`src/hw/cerb_consts.svh`:
```
`ifndef CERB_CONSTS_SVH
`define CERB_CONSTS_SVH
`define CERB_OFF_CFG 12'h000
`define CERB_OFF_LOAD 12'h004
`define CERB_OFF_STAT 12'h008
`define CERB_OFF_DOUT 12'h00c
`define CERB_CFG_W 13
`define CERB_CFG_RST 13'h0000
`define CERB_F_SHAPE 1:0
`define CERB_F_MODE 3:2
`define CERB_F_RDIN 4
`define CERB_F_RDOUT 5
`define CERB_F_RADDR 6
`define CERB_F_WESRC 7
`define CERB_F_ICLK 9:8
`define CERB_F_OCLK 11:10
`define CERB_F_LOCK 12
`define CERB_LD_DATA 7:0
`define CERB_LD_ROW 15:8
`define CERB_LD_BROW 18:16
`define CERB_LD_BCOL 21:19
`define CERB_ST_LOCK 0
`define CERB_ST_EMPTY 1
`define CERB_ST_FULL 2
`define CERB_ST_CNT 4
`define CERB_RAM_WORDS 256
`endif

```
`src/hw/cerb_pkg.sv`:
```
package cerb_pkg;
  typedef enum logic [1:0] {
    CERB_SHAPE_256X8,
    CERB_SHAPE_512X4,
    CERB_SHAPE_1024X2,
    CERB_SHAPE_2048X1
  } cerb_shape_t;
  typedef enum logic [1:0] {
    CERB_MODE_SPRAM,
    CERB_MODE_ROM,
    CERB_MODE_DPRAM,
    CERB_MODE_FIFO
  } cerb_mode_t;
  typedef enum logic [1:0] {
    CERB_SRC_GLB,
    CERB_SRC_PIN,
    CERB_SRC_LOC,
    CERB_SRC_OFF
  } cerb_src_t;
endpackage

```
`src/hw/cerb_ram_if.sv`:
```
`timescale 1ns/100ps
interface cerb_ram_if;
  logic [7:0] wrow;
  logic [7:0] wdata;
  logic [7:0] wmask;
  logic we;
  logic [7:0] rrow;
  logic [7:0] rdata;
  modport ctl(output wrow, output wdata, output wmask, output we, output rrow, input rdata);
  modport mem(input wrow, input wdata, input wmask, input we, input rrow, output rdata);
endinterface

```
`src/hw/cerb_ram.sv`:
```
`timescale 1ns/100ps
`include "cerb_consts.svh"
module cerb_ram (
  input wire logic pclk,
  input wire logic presetn,
  input wire logic ce,
  cerb_ram_if.mem port
);
  logic [7:0] mem_q [`CERB_RAM_WORDS];
  logic [7:0] rdata_ff;

  // Bit-masked write keeps the other lanes of the byte
  always_ff @(posedge pclk) begin
    if (ce && port.we) begin
      mem_q[port.wrow] <= (mem_q[port.wrow] & ~port.wmask) | (port.wdata & port.wmask);
    end
  end

  always_ff @(posedge pclk or negedge presetn) begin
    if (!presetn) begin
      rdata_ff <= 8'h00;
    end else if (ce) begin
      rdata_ff <= mem_q[port.rrow];
    end
  end

  assign port.rdata = rdata_ff;
endmodule

```
`src/hw/cerb_clksel.sv`:
```
`timescale 1ns/100ps
module cerb_clksel
  import cerb_pkg::*;
(
  input wire logic pclk,
  input wire logic presetn,
  input wire logic ce,
  input wire cerb_src_t sel,
  input wire logic glb,
  input wire logic pin,
  input wire logic loc,
  output logic stb
);
  logic pin_s1_ff;
  logic pin_s2_ff;
  logic lvl_ff;
  logic stb_ff;
  wire logic lvl;

  // Source choice for this side's clock
  assign lvl = (sel == CERB_SRC_GLB) ? glb :
               (sel == CERB_SRC_PIN) ? pin_s2_ff :
               (sel == CERB_SRC_LOC) ? loc : 1'b0;

  always_ff @(posedge pclk or negedge presetn) begin
    if (!presetn) begin
      pin_s1_ff <= 1'b0;
      pin_s2_ff <= 1'b0;
      lvl_ff <= 1'b0;
      stb_ff <= 1'b0;
    end else if (ce) begin
      pin_s1_ff <= pin;
      pin_s2_ff <= pin_s1_ff;
      lvl_ff <= lvl;
      stb_ff <= lvl & ~lvl_ff;
    end
  end

  assign stb = stb_ff;
endmodule

```
`src/hw/cerb_top.sv`:
```
`timescale 1ns/100ps
`include "cerb_consts.svh"
////////////////////////////////////////////////////////////////////////////////
module cerb_top
  import cerb_pkg::*;
#(
  parameter int ROWS = 1,
  parameter int COLS = 1
) (
  input wire logic pclk,
  input wire logic presetn,
  input wire logic ce,
  input wire logic psel,
  input wire logic penable,
  input wire logic pwrite,
  input wire logic [11:0] paddr,
  input wire logic [31:0] pwdata,
  output logic [31:0] prdata,
  output logic pready,
  output logic pslverr,
  input wire logic glb_we,
  input wire logic glb_clk,
  input wire logic pin_in_clk,
  input wire logic pin_out_clk,
  input wire logic loc_in_clk,
  input wire logic loc_out_clk,
  input wire logic [10+$clog2(ROWS):0] usr_addr,
  input wire logic [10+$clog2(ROWS):0] usr_raddr,
  input wire logic [8*COLS-1:0] usr_din,
  input wire logic usr_we,
  input wire logic usr_re,
  output logic [8*COLS-1:0] usr_dout,
  output logic usr_empty,
  output logic usr_full
);
  localparam int BW = (ROWS > 1) ? $clog2(ROWS) : 1;
  localparam int AW = 11 + $clog2(ROWS);
  localparam int CW = AW + 1;
  localparam int DW = 8 * COLS;
  if (!(ROWS inside {1, 2, 4, 8}) || COLS < 1 || COLS > 4) begin : g_param_check
    $error("cerb_top: ROWS must be 1, 2, 4 or 8 and COLS 1 to 4");
  end

////////////////////////////////////////////////////////////////////////////////
  // Address to byte row of a block
  function automatic logic [7:0] row_of(input logic [AW-1:0] a, input logic [1:0] s);
    row_of = 8'(a >> s);
  endfunction

  // Bit offset of a word inside its byte
  function automatic logic [2:0] off_of(input logic [AW-1:0] a, input logic [1:0] s);
    logic [2:0] sub;
    sub = 3'(a) & 3'((4'h1 << s) - 4'h1);
    off_of = 3'(sub << (2'd3 - s));
  endfunction

  // Mask of the word width for a shape
  function automatic logic [7:0] lane_mask(input logic [1:0] s);
    lane_mask = 8'((9'h001 << (4'd8 >> s)) - 9'h001);
  endfunction

  // Which stacked block an address falls in
  function automatic logic [AW-1:0] blk_of(input logic [AW-1:0] a, input logic [1:0] s);
    blk_of = a >> (4'd8 + 4'(s));
  endfunction

  function automatic logic [AW-1:0] wrap_inc(input logic [AW-1:0] p,
                                             input logic [CW-1:0] depth);
    wrap_inc = (CW'(p) == depth - CW'(1)) ? '0 : p + AW'(1);
  endfunction

////////////////////////////////////////////////////////////////////////////////
  logic [`CERB_CFG_W-1:0] cfg_ff;
  logic pready_ff;
  logic pslverr_ff;
  logic [31:0] prdata_ff;
  logic [AW-1:0] addr_q_ff;
  logic we_q_ff;
  logic [DW-1:0] din_q_ff;
  logic [AW-1:0] raddr_q_ff;
  logic [AW-1:0] wptr_ff;
  logic [AW-1:0] rptr_ff;
  logic [CW-1:0] cnt_ff;
  logic full_ff;
  logic empty_ff;
  logic [2:0] rd_off_ff;
  logic [AW-1:0] rd_blk_ff;
  logic rd_ok_ff;
  logic [DW-1:0] dout_ff;
  wire logic [1:0] shp;
  wire cerb_mode_t mode;
  wire logic lock;
  wire logic is_rom;
  wire logic is_dp;
  wire logic is_fifo;
  wire logic [7:0] lmask;
  wire logic in_stb;
  wire logic out_stb;
  assign shp = cfg_ff[`CERB_F_SHAPE];
  assign mode = cerb_mode_t'(cfg_ff[`CERB_F_MODE]);
  assign lock = cfg_ff[`CERB_F_LOCK];
  assign is_rom = (mode == CERB_MODE_ROM);
  assign is_dp = (mode == CERB_MODE_DPRAM);
  assign is_fifo = (mode == CERB_MODE_FIFO);
  assign lmask = lane_mask(shp);
////////////////////////////////////////////////////////////////////////////////
  // Clock sources, one per side
  cerb_clksel u_in_clk (
    .pclk(pclk),
    .presetn(presetn),
    .ce(ce),
    .sel(cerb_src_t'(cfg_ff[`CERB_F_ICLK])),
    .glb(glb_clk),
    .pin(pin_in_clk),
    .loc(loc_in_clk),
    .stb(in_stb)
  );
  cerb_clksel u_out_clk (
    .pclk(pclk),
    .presetn(presetn),
    .ce(ce),
    .sel(cerb_src_t'(cfg_ff[`CERB_F_OCLK])),
    .glb(glb_clk),
    .pin(pin_out_clk),
    .loc(loc_out_clk),
    .stb(out_stb)
  );

////////////////////////////////////////////////////////////////////////////////
  // APB decode
  logic hit_cfg;
  logic hit_load;
  logic hit_stat;
  logic hit_dout;
  logic hit_none;
  always_comb begin
    hit_cfg = 1'b0;
    hit_load = 1'b0;
    hit_stat = 1'b0;
    hit_dout = 1'b0;
    hit_none = 1'b0;
    if (paddr == `CERB_OFF_CFG) begin
      hit_cfg = 1'b1;
    end else if (paddr == `CERB_OFF_LOAD) begin
      hit_load = 1'b1;
    end else if (paddr == `CERB_OFF_STAT) begin
      hit_stat = 1'b1;
    end else if (paddr == `CERB_OFF_DOUT) begin
      hit_dout = 1'b1;
    end else begin
      hit_none = 1'b1;
    end
  end

  wire logic acc_first;
  wire logic wr_done;
  wire logic cfg_wr;
  wire logic load_hit;
  wire logic bad_acc;
  wire logic [31:0] stat_word;
  wire logic [31:0] rd_mux;
  assign acc_first = psel & penable & ~pready_ff;
  assign wr_done = psel & penable & pready_ff & pwrite;
  assign cfg_wr = wr_done & hit_cfg & ~lock;
  assign load_hit = wr_done & hit_load & ~lock;
  assign bad_acc = hit_none | (pwrite & (hit_cfg | hit_load) & lock);
  assign stat_word = (32'(cnt_ff) << `CERB_ST_CNT) |
                     (32'(full_ff) << `CERB_ST_FULL) |
                     (32'(empty_ff) << `CERB_ST_EMPTY) |
                     (32'(lock) << `CERB_ST_LOCK);
  assign rd_mux = hit_cfg ? 32'(cfg_ff) :
                  hit_stat ? stat_word :
                  hit_dout ? 32'(dout_ff) : 32'h0000_0000;

  always_ff @(posedge pclk or negedge presetn) begin
    if (!presetn) begin
      pready_ff <= 1'b0;
      pslverr_ff <= 1'b0;
      prdata_ff <= 32'h0000_0000;
    end else if (ce) begin
      pready_ff <= acc_first;
      pslverr_ff <= acc_first & bad_acc;
      if (acc_first && !pwrite) begin
        prdata_ff <= rd_mux;
      end
    end
  end

  always_ff @(posedge pclk or negedge presetn) begin
    if (!presetn) begin
      cfg_ff <= `CERB_CFG_RST;
    end else if (ce && cfg_wr) begin
      cfg_ff <= pwdata[`CERB_CFG_W-1:0];
    end
  end

////////////////////////////////////////////////////////////////////////////////
  // Input side
  wire logic we_sel;
  wire logic [AW-1:0] eff_addr;
  wire logic eff_we;
  wire logic [DW-1:0] eff_din;
  assign we_sel = cfg_ff[`CERB_F_WESRC] ? glb_we : usr_we;
  assign eff_addr = cfg_ff[`CERB_F_RADDR] ? addr_q_ff : usr_addr;
  assign eff_we = cfg_ff[`CERB_F_RADDR] ? we_q_ff : we_sel;
  assign eff_din = cfg_ff[`CERB_F_RDIN] ? din_q_ff : usr_din;

  always_ff @(posedge pclk or negedge presetn) begin
    if (!presetn) begin
      addr_q_ff <= '0;
      we_q_ff <= 1'b0;
      din_q_ff <= '0;
    end else if (ce && in_stb) begin
      addr_q_ff <= usr_addr;
      we_q_ff <= we_sel;
      din_q_ff <= usr_din;
    end
  end

  wire logic [CW-1:0] fifo_depth;
  wire logic [AW-1:0] waddr;
  wire logic [7:0] wr_row;
  wire logic [2:0] wr_off;
  wire logic [7:0] wr_mask;
  wire logic [AW-1:0] wr_blk;
  wire logic wr_go;
  wire logic push;
  wire logic pop;
  assign fifo_depth = CW'(ROWS) << (4'd8 + 4'(shp));
  assign waddr = is_fifo ? wptr_ff : eff_addr;
  assign wr_row = row_of(waddr, shp);
  assign wr_off = off_of(waddr, shp);
  assign wr_mask = 8'(lmask << wr_off);
  assign wr_blk = blk_of(waddr, shp);
  // Self-timed write strobe; ROM and full FIFO refuse it
  assign wr_go = in_stb & eff_we & ~is_rom & ~load_hit &
                 ~(is_fifo & full_ff) & (wr_blk < AW'(ROWS));
  assign push = wr_go & is_fifo;
  assign pop = out_stb & usr_re & ~empty_ff & is_fifo;

////////////////////////////////////////////////////////////////////////////////
  // Output side address
  wire logic [AW-1:0] rd_src;
  wire logic [AW-1:0] rd_addr;
  wire logic [7:0] rd_row;
  assign rd_src = cfg_ff[`CERB_F_RADDR] ? raddr_q_ff : usr_raddr;
  assign rd_addr = is_fifo ? rptr_ff : is_dp ? rd_src : eff_addr;
  assign rd_row = row_of(rd_addr, shp);

  always_ff @(posedge pclk or negedge presetn) begin
    if (!presetn) begin
      raddr_q_ff <= '0;
      rd_off_ff <= 3'h0;
      rd_blk_ff <= '0;
      rd_ok_ff <= 1'b0;
    end else if (ce) begin
      if (out_stb) begin
        raddr_q_ff <= usr_raddr;
      end
      rd_off_ff <= off_of(rd_addr, shp);
      rd_blk_ff <= blk_of(rd_addr, shp);
      rd_ok_ff <= (blk_of(rd_addr, shp) < AW'(ROWS));
    end
  end

////////////////////////////////////////////////////////////////////////////////
  // Storage array, ROWS deep by COLS wide
  logic [7:0] rblk [ROWS][COLS];
  logic [7:0] col_wdata [COLS];
  wire logic [DW-1:0] rd_word;
  wire logic [BW-1:0] rd_idx;
  assign rd_idx = BW'(rd_blk_ff);
  cerb_ram_if rif [ROWS*COLS] ();
  genvar gr;
  genvar gc;
  for (gc = 0; gc < COLS; gc++) begin : g_lane
    assign col_wdata[gc] = 8'((eff_din[gc*8 +: 8] & lmask) << wr_off);
    assign rd_word[gc*8 +: 8] = rd_ok_ff ?
                                8'((rblk[rd_idx][gc] >> rd_off_ff) & lmask) : 8'h00;
  end

  for (gr = 0; gr < ROWS; gr++) begin : g_row
    for (gc = 0; gc < COLS; gc++) begin : g_col
      localparam int IX = gr * COLS + gc;
      assign rif[IX].we = load_hit ?
                          (int'(pwdata[`CERB_LD_BROW]) == gr &&
                           int'(pwdata[`CERB_LD_BCOL]) == gc) :
                          (wr_go && wr_blk == AW'(gr));
      assign rif[IX].wrow = load_hit ? pwdata[`CERB_LD_ROW] : wr_row;
      assign rif[IX].wdata = load_hit ? pwdata[`CERB_LD_DATA] : col_wdata[gc];
      assign rif[IX].wmask = load_hit ? 8'hff : wr_mask;
      assign rif[IX].rrow = rd_row;
      assign rblk[gr][gc] = rif[IX].rdata;
      cerb_ram u_ram (
        .pclk(pclk),
        .presetn(presetn),
        .ce(ce),
        .port(rif[IX])
      );
    end
  end

////////////////////////////////////////////////////////////////////////////////
  // FIFO pointers and flags
  wire logic [CW-1:0] nxt_cnt;
  assign nxt_cnt = cnt_ff + CW'(push) - CW'(pop);
  always_ff @(posedge pclk or negedge presetn) begin
    if (!presetn) begin
      wptr_ff <= '0;
      rptr_ff <= '0;
      cnt_ff <= '0;
      full_ff <= 1'b0;
      empty_ff <= 1'b1;
    end else if (ce) begin
      if (cfg_wr) begin
        wptr_ff <= '0;
        rptr_ff <= '0;
        cnt_ff <= '0;
        full_ff <= 1'b0;
        empty_ff <= 1'b1;
      end else begin
        if (push) begin
          wptr_ff <= wrap_inc(wptr_ff, fifo_depth);
        end
        if (pop) begin
          rptr_ff <= wrap_inc(rptr_ff, fifo_depth);
        end
        cnt_ff <= nxt_cnt;
        full_ff <= (nxt_cnt == fifo_depth);
        empty_ff <= (nxt_cnt == '0);
      end
    end
  end

////////////////////////////////////////////////////////////////////////////////
  // Read data out
  wire logic dout_upd;
  assign dout_upd = is_fifo ? pop : (cfg_ff[`CERB_F_RDOUT] ? out_stb : 1'b1);
  always_ff @(posedge pclk or negedge presetn) begin
    if (!presetn) begin
      dout_ff <= '0;
    end else if (ce && dout_upd) begin
      dout_ff <= rd_word;
    end
  end

  assign usr_dout = dout_ff;
  assign usr_empty = empty_ff;
  assign usr_full = full_ff;
  assign prdata = prdata_ff;
  assign pready = pready_ff;
  assign pslverr = pslverr_ff;
endmodule

```
`config.mk`:
```
export PLATFORM = sky130hd
export DESIGN_NAME = cerb_top
export DESIGN_NICKNAME = d
export VERILOG_FILES = /design/src/hw/cerb_pkg.sv /design/src/hw/cerb_ram_if.sv /design/src/hw/cerb_ram.sv /design/src/hw/cerb_clksel.sv /design/src/hw/cerb_top.sv
export VERILOG_INCLUDE_DIRS = /design/src /design/src/hw
export SDC_FILE = /design/constraint.sdc
export NUM_CORES = 2
export LEC_CHECK = 0
export ABC_AREA = 1
export ABC_CLOCK_PERIOD_IN_PS = 11050
export BUFFER_PORTS_ARGS = -buffer_cell sky130_fd_sc_hd__buf_2
export CAP_MARGIN = 20
export CORE_ASPECT_RATIO = 1.4
export CORE_MARGIN = 2
export CORE_UTILIZATION = 40
export CTS_CLUSTER_DIAMETER = 30
export DETAILED_ROUTE_END_ITERATION = 8
export PLACE_DENSITY = 0.54
export SLEW_MARGIN = 25
export SYNTH_ARGS = -nofsm -noshare
export SYNTH_HDL_FRONTEND = slang
export SYNTH_HIERARCHICAL = 1
export SYNTH_SLANG_ARGS = --single-unit
```
`constraint.sdc`:
```
create_clock -name pclk -period 11.05 [get_ports pclk]
set_clock_uncertainty 0.2 [all_clocks]
set_input_delay 1.105 -clock pclk [delete_from_list [all_inputs] [get_ports pclk]]
set_output_delay 1.105 -clock pclk [all_outputs]
set_load 0.02 [all_outputs]
```
* Word level (Yosys, flattened, before mapping)
Memory sizes are Yosys's and may differ from the RTL's. A register that Yosys moved wholly into a read port is not among the register bits.
Cells that the tools add are included.
W data, S select, Z words.
** Word-level totals
- Register bits :: 135
- Memory bits (writable) :: 2048
- Input bits :: 88
- Memories :: 1
** Memory list
- g_row[0].g_col[0].u_ram.mem_q :: words 256, width 8, read ports 2, clocked after Yosys merged registers in 1, wr ports 1, RTL line cerb_ram.sv:9 : logic [7:0] mem_q [`CERB_RAM_WORDS];
** Cells by class
- $add $sub $neg :: 9
- Order comparisons :: 3
- Eq/ne operators :: 13
- Shift operators :: 13
- Muxes and demuxes :: 50
- Bitwise operators :: 44
- Reduce and logical (&&, ||, !) cells :: 22
** Operator list (number)
- $mux W11 :: 11
- $mux W8 :: 7
- $and A8 B8 Y8 :: 4
- $mux W16 :: 2
- $mux W1 :: 29
- $eq A11 B12 Y1 :: 2
- $eq A12 B4 Y1 const B :: 2
- $logic_not A12 Y1 :: 2
- $and A1 B1 Y1 :: 23
- $add A11 B1 Y11 const B :: 2
- $lt A11 B1 Y1 const B :: 2
- $shr A11 B2 Y8 :: 2
- $shr A11 B4 Y11 :: 2
- $or A16 B1 Y16 :: 1
- $or A16 B2 Y16 :: 1
- $or A16 B3 Y16 :: 1
- $shl A8 B3 Y8 :: 2
- $add A12 B1 Y12 :: 1
- $eq A12 B12 Y1 :: 1
- $eq A12 B3 Y1 const B :: 1
- $mux W12 :: 1
- $shl A1 B4 Y12 const A :: 1
- $sub A12 B1 Y12 :: 1
- $sub A12 B1 Y12 const B :: 1
- other kinds (24) :: 52

* Logic depth before layout (Yosys ltp)
- Word-level depth :: 14
- Gate-level depth with buffers :: 28
- Gate-level depth less buffers :: 25

* Cells and area by module
Netlist, hierarchy kept.
** Modules (own cells, without submodules)
- cerb_ram :: times used 1, cells each 10906, area each 99387.8 um^2
- cerb_top :: times used 1, cells each 1128, area each 7783.7 um^2
- cerb_clksel :: times used 2, cells each 24, area each 186.4 um^2

* Least setup slack after synthesis
OpenSTA, ideal clock, no wires.
- Path type :: input to register
- Start :: input port paddr[1]
- End :: memory g_row[0].g_col[0].u_ram.mem_q[0][5] (data pin)
- Arrival time :: 10.503 ns
- Required time :: 9.272 ns
- Setup slack :: -1.232 ns
- Cell stages on the path :: 22
- Cells stage by stage :: or2_4 -> inv_1 -> nand2_1 -> nor3_1 -> nand3_1 -> clkbuf_1 -> o21ai_0 -> buf_2 -> nand2_1 -> inv_2 -> buf_2 -> clkbuf_1 -> a22oi_1 -> nand2_1 -> nand2_1 -> nand2_1 -> nor2_1 -> nor2_1 -> nor2_1 -> nand2_1 -> nor2_1 -> a21oi_1
** On the way
- Cells in the longest elaborated chain, start to end :: 9
** Ends and longest elaborated chain
- start: declaration :: RTL line cerb_top.sv:16 : input wire logic [11:0] paddr,
- $eq A12 B3 Y1 (no source line)
- $mux W1 :: RTL line cerb_top.sv:144 : end else if (paddr == `CERB_OFF_LOAD) begin
- $mux W1 * :: RTL line cerb_top.sv:142 : if (paddr == `CERB_OFF_CFG) begin
- $and A1 B1 Y1 * (2 in a row) :: RTL line cerb_top.sv:165 : assign load_hit = wr_done & hit_load & ~lock;
- $mux W8 * :: RTL line cerb_top.sv:289 : assign rif[IX].wrow = load_hit ? pwdata[`CERB_LD_ROW] : wr_row;
- via rif[0].wrow[0] :: RTL line cerb_ram_if.sv:3 : logic [7:0] wrow;
- $mem_v2 Z256 W8 *
- $and A8 B8 Y8 * :: RTL line cerb_ram.sv:15 : mem_q[port.wrow] <= (mem_q[port.wrow] & ~port.wmask) | (port.wdata & port.wmask);
- $or A8 B8 Y8 * :: RTL line cerb_ram.sv:15
- end: declaration :: RTL line cerb_ram.sv:9
Mark *: on every way through the listed nets, which the timed path passes. The rest lies on a longest branch.

* Worst setup path in the final report
- Start :: register cfg_ff[3]
- End :: memory g_row[0].g_col[0].u_ram.mem_q[32][4] (data pin)
** RTL lines
- start: declaration :: RTL line cerb_top.sv:73 : logic [`CERB_CFG_W-1:0] cfg_ff;
- start signal: assignment :: RTL line cerb_top.sv:191 : cfg_ff <= `CERB_CFG_RST;
- start signal: assignment :: RTL line cerb_top.sv:193 : cfg_ff <= pwdata[`CERB_CFG_W-1:0];
- $eq A2 B2 Y1 :: RTL line cerb_top.sv:104 : assign is_fifo = (mode == CERB_MODE_FIFO);
- $mux W11 :: RTL line cerb_top.sv:230 : assign waddr = is_fifo ? wptr_ff : eff_addr;
- $shr A11 B2 Y8 :: RTL line cerb_top.sv:47 : row_of = 8'(a >> s);
- $mux W8 :: RTL line cerb_top.sv:289
- via rif[0].wrow[0] :: RTL line cerb_ram_if.sv:3
- $mem_v2 Z256 W8
- $and A8 B8 Y8 :: RTL line cerb_ram.sv:15
- $or A8 B8 Y8 :: RTL line cerb_ram.sv:15
The timed path passes the listed nets, and every way through them passes these cells.

==> metrics.cfg <==
[outcome]
status=finished clean

[power]
max-vdd-ir-drop_mv=0.1706
power.density_nw_per_um2=246.6
p_total_mw=30.90
p_leak_nw=47.65

[sta]
final.min_clock_period_ps=8218
setup_viol=0
worst_pin_slew_ps=1113
fmax_ghz=0.1217
tns_ps=0
hold_viol=0
rsz0062_at_grt=no
finalCritPeriodShare_pct=74.37
setup_ws_ps=2832
slew_headroom_pct=25.50
slew_viol_final=0

[logic_synthesis]
async_reset_ff_share_pct=5.796
synth_edf_count=2048
synth_area_per_cell_um2=8.901
synthesis.instances=12080
synth_top_area_cell=edfxtp_1
synth_top_cell_area_share_pct=57.18
synth_warnings=6
syn_area_um2=107500
synth_ff_type=edfxtp_1
synth_seq_cells=2174
yosysSeqAreaShare_pct=60.12
synth_area_leaders=edfxtp_1, nand2_1, nand3_1, dfrtp_1, nand4_1
ys_types=61

[critical_path]
cp_data_arrival_time_ps=8630
slowest_delay_ps=660
cp_common_cell=nand2_1
r2r_cells=25
cp_slowest_cell=o21ai_0
crit_type=reg -> reg
path_buf_inv=6
worstPathMaxFanout=81
setup.worst_path.end_class=flop
rrSetupSlack_ps=2830
r2r_end=g_row[0].g_col[0].u_ram/mem_q[32][4]$_DFFE_PP_
worstPathRequired_ps=11460
cp_top_family=simple AND/OR/NAND/NOR gates
r2r_start=cfg_ff[3]$_DFFE_PN0P_
startpoint_type=flop

[routing]
vias_per_cell=5.947
via_count=94100
drtIter0Drc=11020
wl_per_cell_um=27.29
drt-pass1-iter-count=7
route.detailed.drc=0
drt_wl_total_mm=431.8
drt.antenna.violating_nets=0

[clock_network]
ctsResizeCount=0
cts.sinks=2174
clk_pin_slew_ps=50
postCtsHoldBufs=0
insertion_delay_ps=910
clockBufferDepth=4
h-tree-depth=5
clockRootBuffer=clkbuf_16
cts_tree=yes
post_cts_buffers=0
cts_buffers=406

[global_route]
grt.overflow.total=0
antenna_found_initial=15
grt_pass1_wl_mm=615.7
grt_max_degree=205
first_global_vias=91250
grtUsageTotal_pct=30.55

[floorplanning]
core_area_um2=268000
io-pin-count=132
dieArea_um2=273100
start_util_pct=40.13
rows=225
die_width_um=442.2
dieHeight_um=617.5

[placement]
postPlaceCellArea_um2=111600
place_ws_ps=2623
place_hpwl_mm=257.1
io_buffers=105
routabilityCongestion=0.9569

[finish]
nNetsFinal=12060
synthToLayoutAreaGrowth_pct=16.50
fillers=24690
drive_above_1_share_pct=8.558
postLayoutCellArea_um2=125300

[min_path]
hp-class=in -> async

[run]
drv_cap=0

## layout make-up
class | count | area [um^2] | share of cell area, %
Sequential cell | 2174 | 64650 | 51.60
Timing Repair Buffer | 286 | 2648 | 2.113
Antenna cell | 13 | 32.53 | 0.02597
Inverter | 212 | 848.3 | 0.6771
Multi-Input combinational cell | 8875 | 39060 | 31.18
Clock buffer | 446 | 10440 | 8.330
Clock inverter | 299 | 3207 | 2.560
Tap cell | 3518 | 4402 | 3.513
## placed cells by master, fill, tap and decap left out, drive strengths merged, types with 23 or more instances in the layout
cell type,count
nor3,23
clkinvlp,43
a21oi,111
inv,232
buf,286
nand2,5130
nand3,2156
clkinv,185
nor2,495
o21ai,306
edfxtp,2048
clkbuf,446
a22oi,137
bufinv,51
dfrtp,125
nand4,386
## state kept, by name, indices dropped and copies added, names as in the netlist, 8 cells and up
register / flops
g_row.g_col.u_ram/port.rdata: 8
prdata: 16
raddr_q_ff: 11
usr_dout: 8
rptr_ff: 11
wptr_ff: 11
g_row.g_col.u_ram/mem_q: 2048
din_q_ff: 8
cnt_ff: 12
addr_q_ff: 11
cfg_ff: 13
## kinds of logic (layout without fill, tap and decap cells)
family | Yosys count | in the layout | synth area share (%)
other cells | 1 | 29 | 0.003487
fa+ha+maj | 16 | 16 | 0.1931
simple gates | 8205 | 8205 | 32.21
mux | 14 | 14 | 0.1373
xor+xnor | 18 | 18 | 0.1466
flops | 2174 | 2174 | 60.12
compound gates | 606 | 606 | 3.276
buf+inv | 1048 | 1243 | 3.920
## Yosys cell counts, drive strengths merged (3+ instances only)
cell type,instances
nor4,3
and2,3
edfxtp,2048
o221ai,5
nand4,386
mux2,6
o31ai,4
nand3b,3
o22ai,17
nor2,495
o21ai,306
ha,15
o211ai,10
nand3,2156
o21a,3
clkbuf,574
inv,197
a22oi,137
nand2,5130
clkinv,15
dfrtp,125
a21oi,111
a31oi,6
buf,262
mux2i,8
xor2,16
nor3,23
## power by group
part | leakage [nW] | internal [mW] | switching (mW)
Combinational | 20.9 | 2.04 | 6.88
Sequential | 20.2 | 9.59 | 0.0471
Clock | 6.58 | 8.01 | 4.32
## layer usage
metal  global-route usage (%)  part of all wire [%]  wire [um]  vias to the layer above
met4                    23.08                   8.5      36520                        4
met3                    6.760                    10      44650                     1379
met5                        0                0.0065         28                        -
met2                    49.37                    46     199500                     5865
li1                         -                     -          -                    41320
met1                    35.59                    35     151100                    45530
## worst register-to-register path, stage by stage, from the launching register on
cell and delay [ps]:
dfrtp_1 560, nand2_4 380, inv_1 300, o21ai_0 660
mux2i_1 220, nor2_1 200, o21ai_0 160, o21ai_4 200
buf_12 450, nand2_1 380, inv_8 620, buf_4 590
buf_4 320, nand2_1 100, nand4_1 130, nand2_1 60
nand2_1 80, nor2_1 60, nor2_1 430, nor2_1 110
nand2_1 190, nand2_1 110, nand2_1 170, nor2_1 110
nor2_4 580, buf_4 520
## per-stage QoR
stage               util [%]  hold WS (ps)  cells
CTS                    46.72         67.10  15810
floorplan                  -         241.7  12100
detailed placement     41.63         263.8  15060
global placement       41.61         257.5  15060
finish                 46.75         77.55  15820
global route           46.74         121.9  15810
## worst max-delay path by stage
stage,cells after the start,from,slack [ps],endpoint
2_1_floorplan,22,paddr[1],-210,g_row[0].g_col[0].u_ram/mem_q[0][4]$_DFFE_PP_
3_3_place_gp,22,paddr[1],2690,g_row[0].g_col[0].u_ram/mem_q[115][3]$_DFFE_PP_
3_5_place_dp,22,paddr[1],2620,g_row[0].g_col[0].u_ram/mem_q[112][3]$_DFFE_PP_
4_1_cts,23,cfg_ff[3]$_DFFE_PN0P_,3180,g_row[0].g_col[0].u_ram/mem_q[115][3]$_DFFE_PP_
5_1_grt,25,cfg_ff[3]$_DFFE_PN0P_,2840,g_row[0].g_col[0].u_ram/mem_q[36][4]$_DFFE_PP_
6_report,25,cfg_ff[3]$_DFFE_PN0P_,2830,g_row[0].g_col[0].u_ram/mem_q[32][4]$_DFFE_PP_
Power figures use the tool's default switching activity.
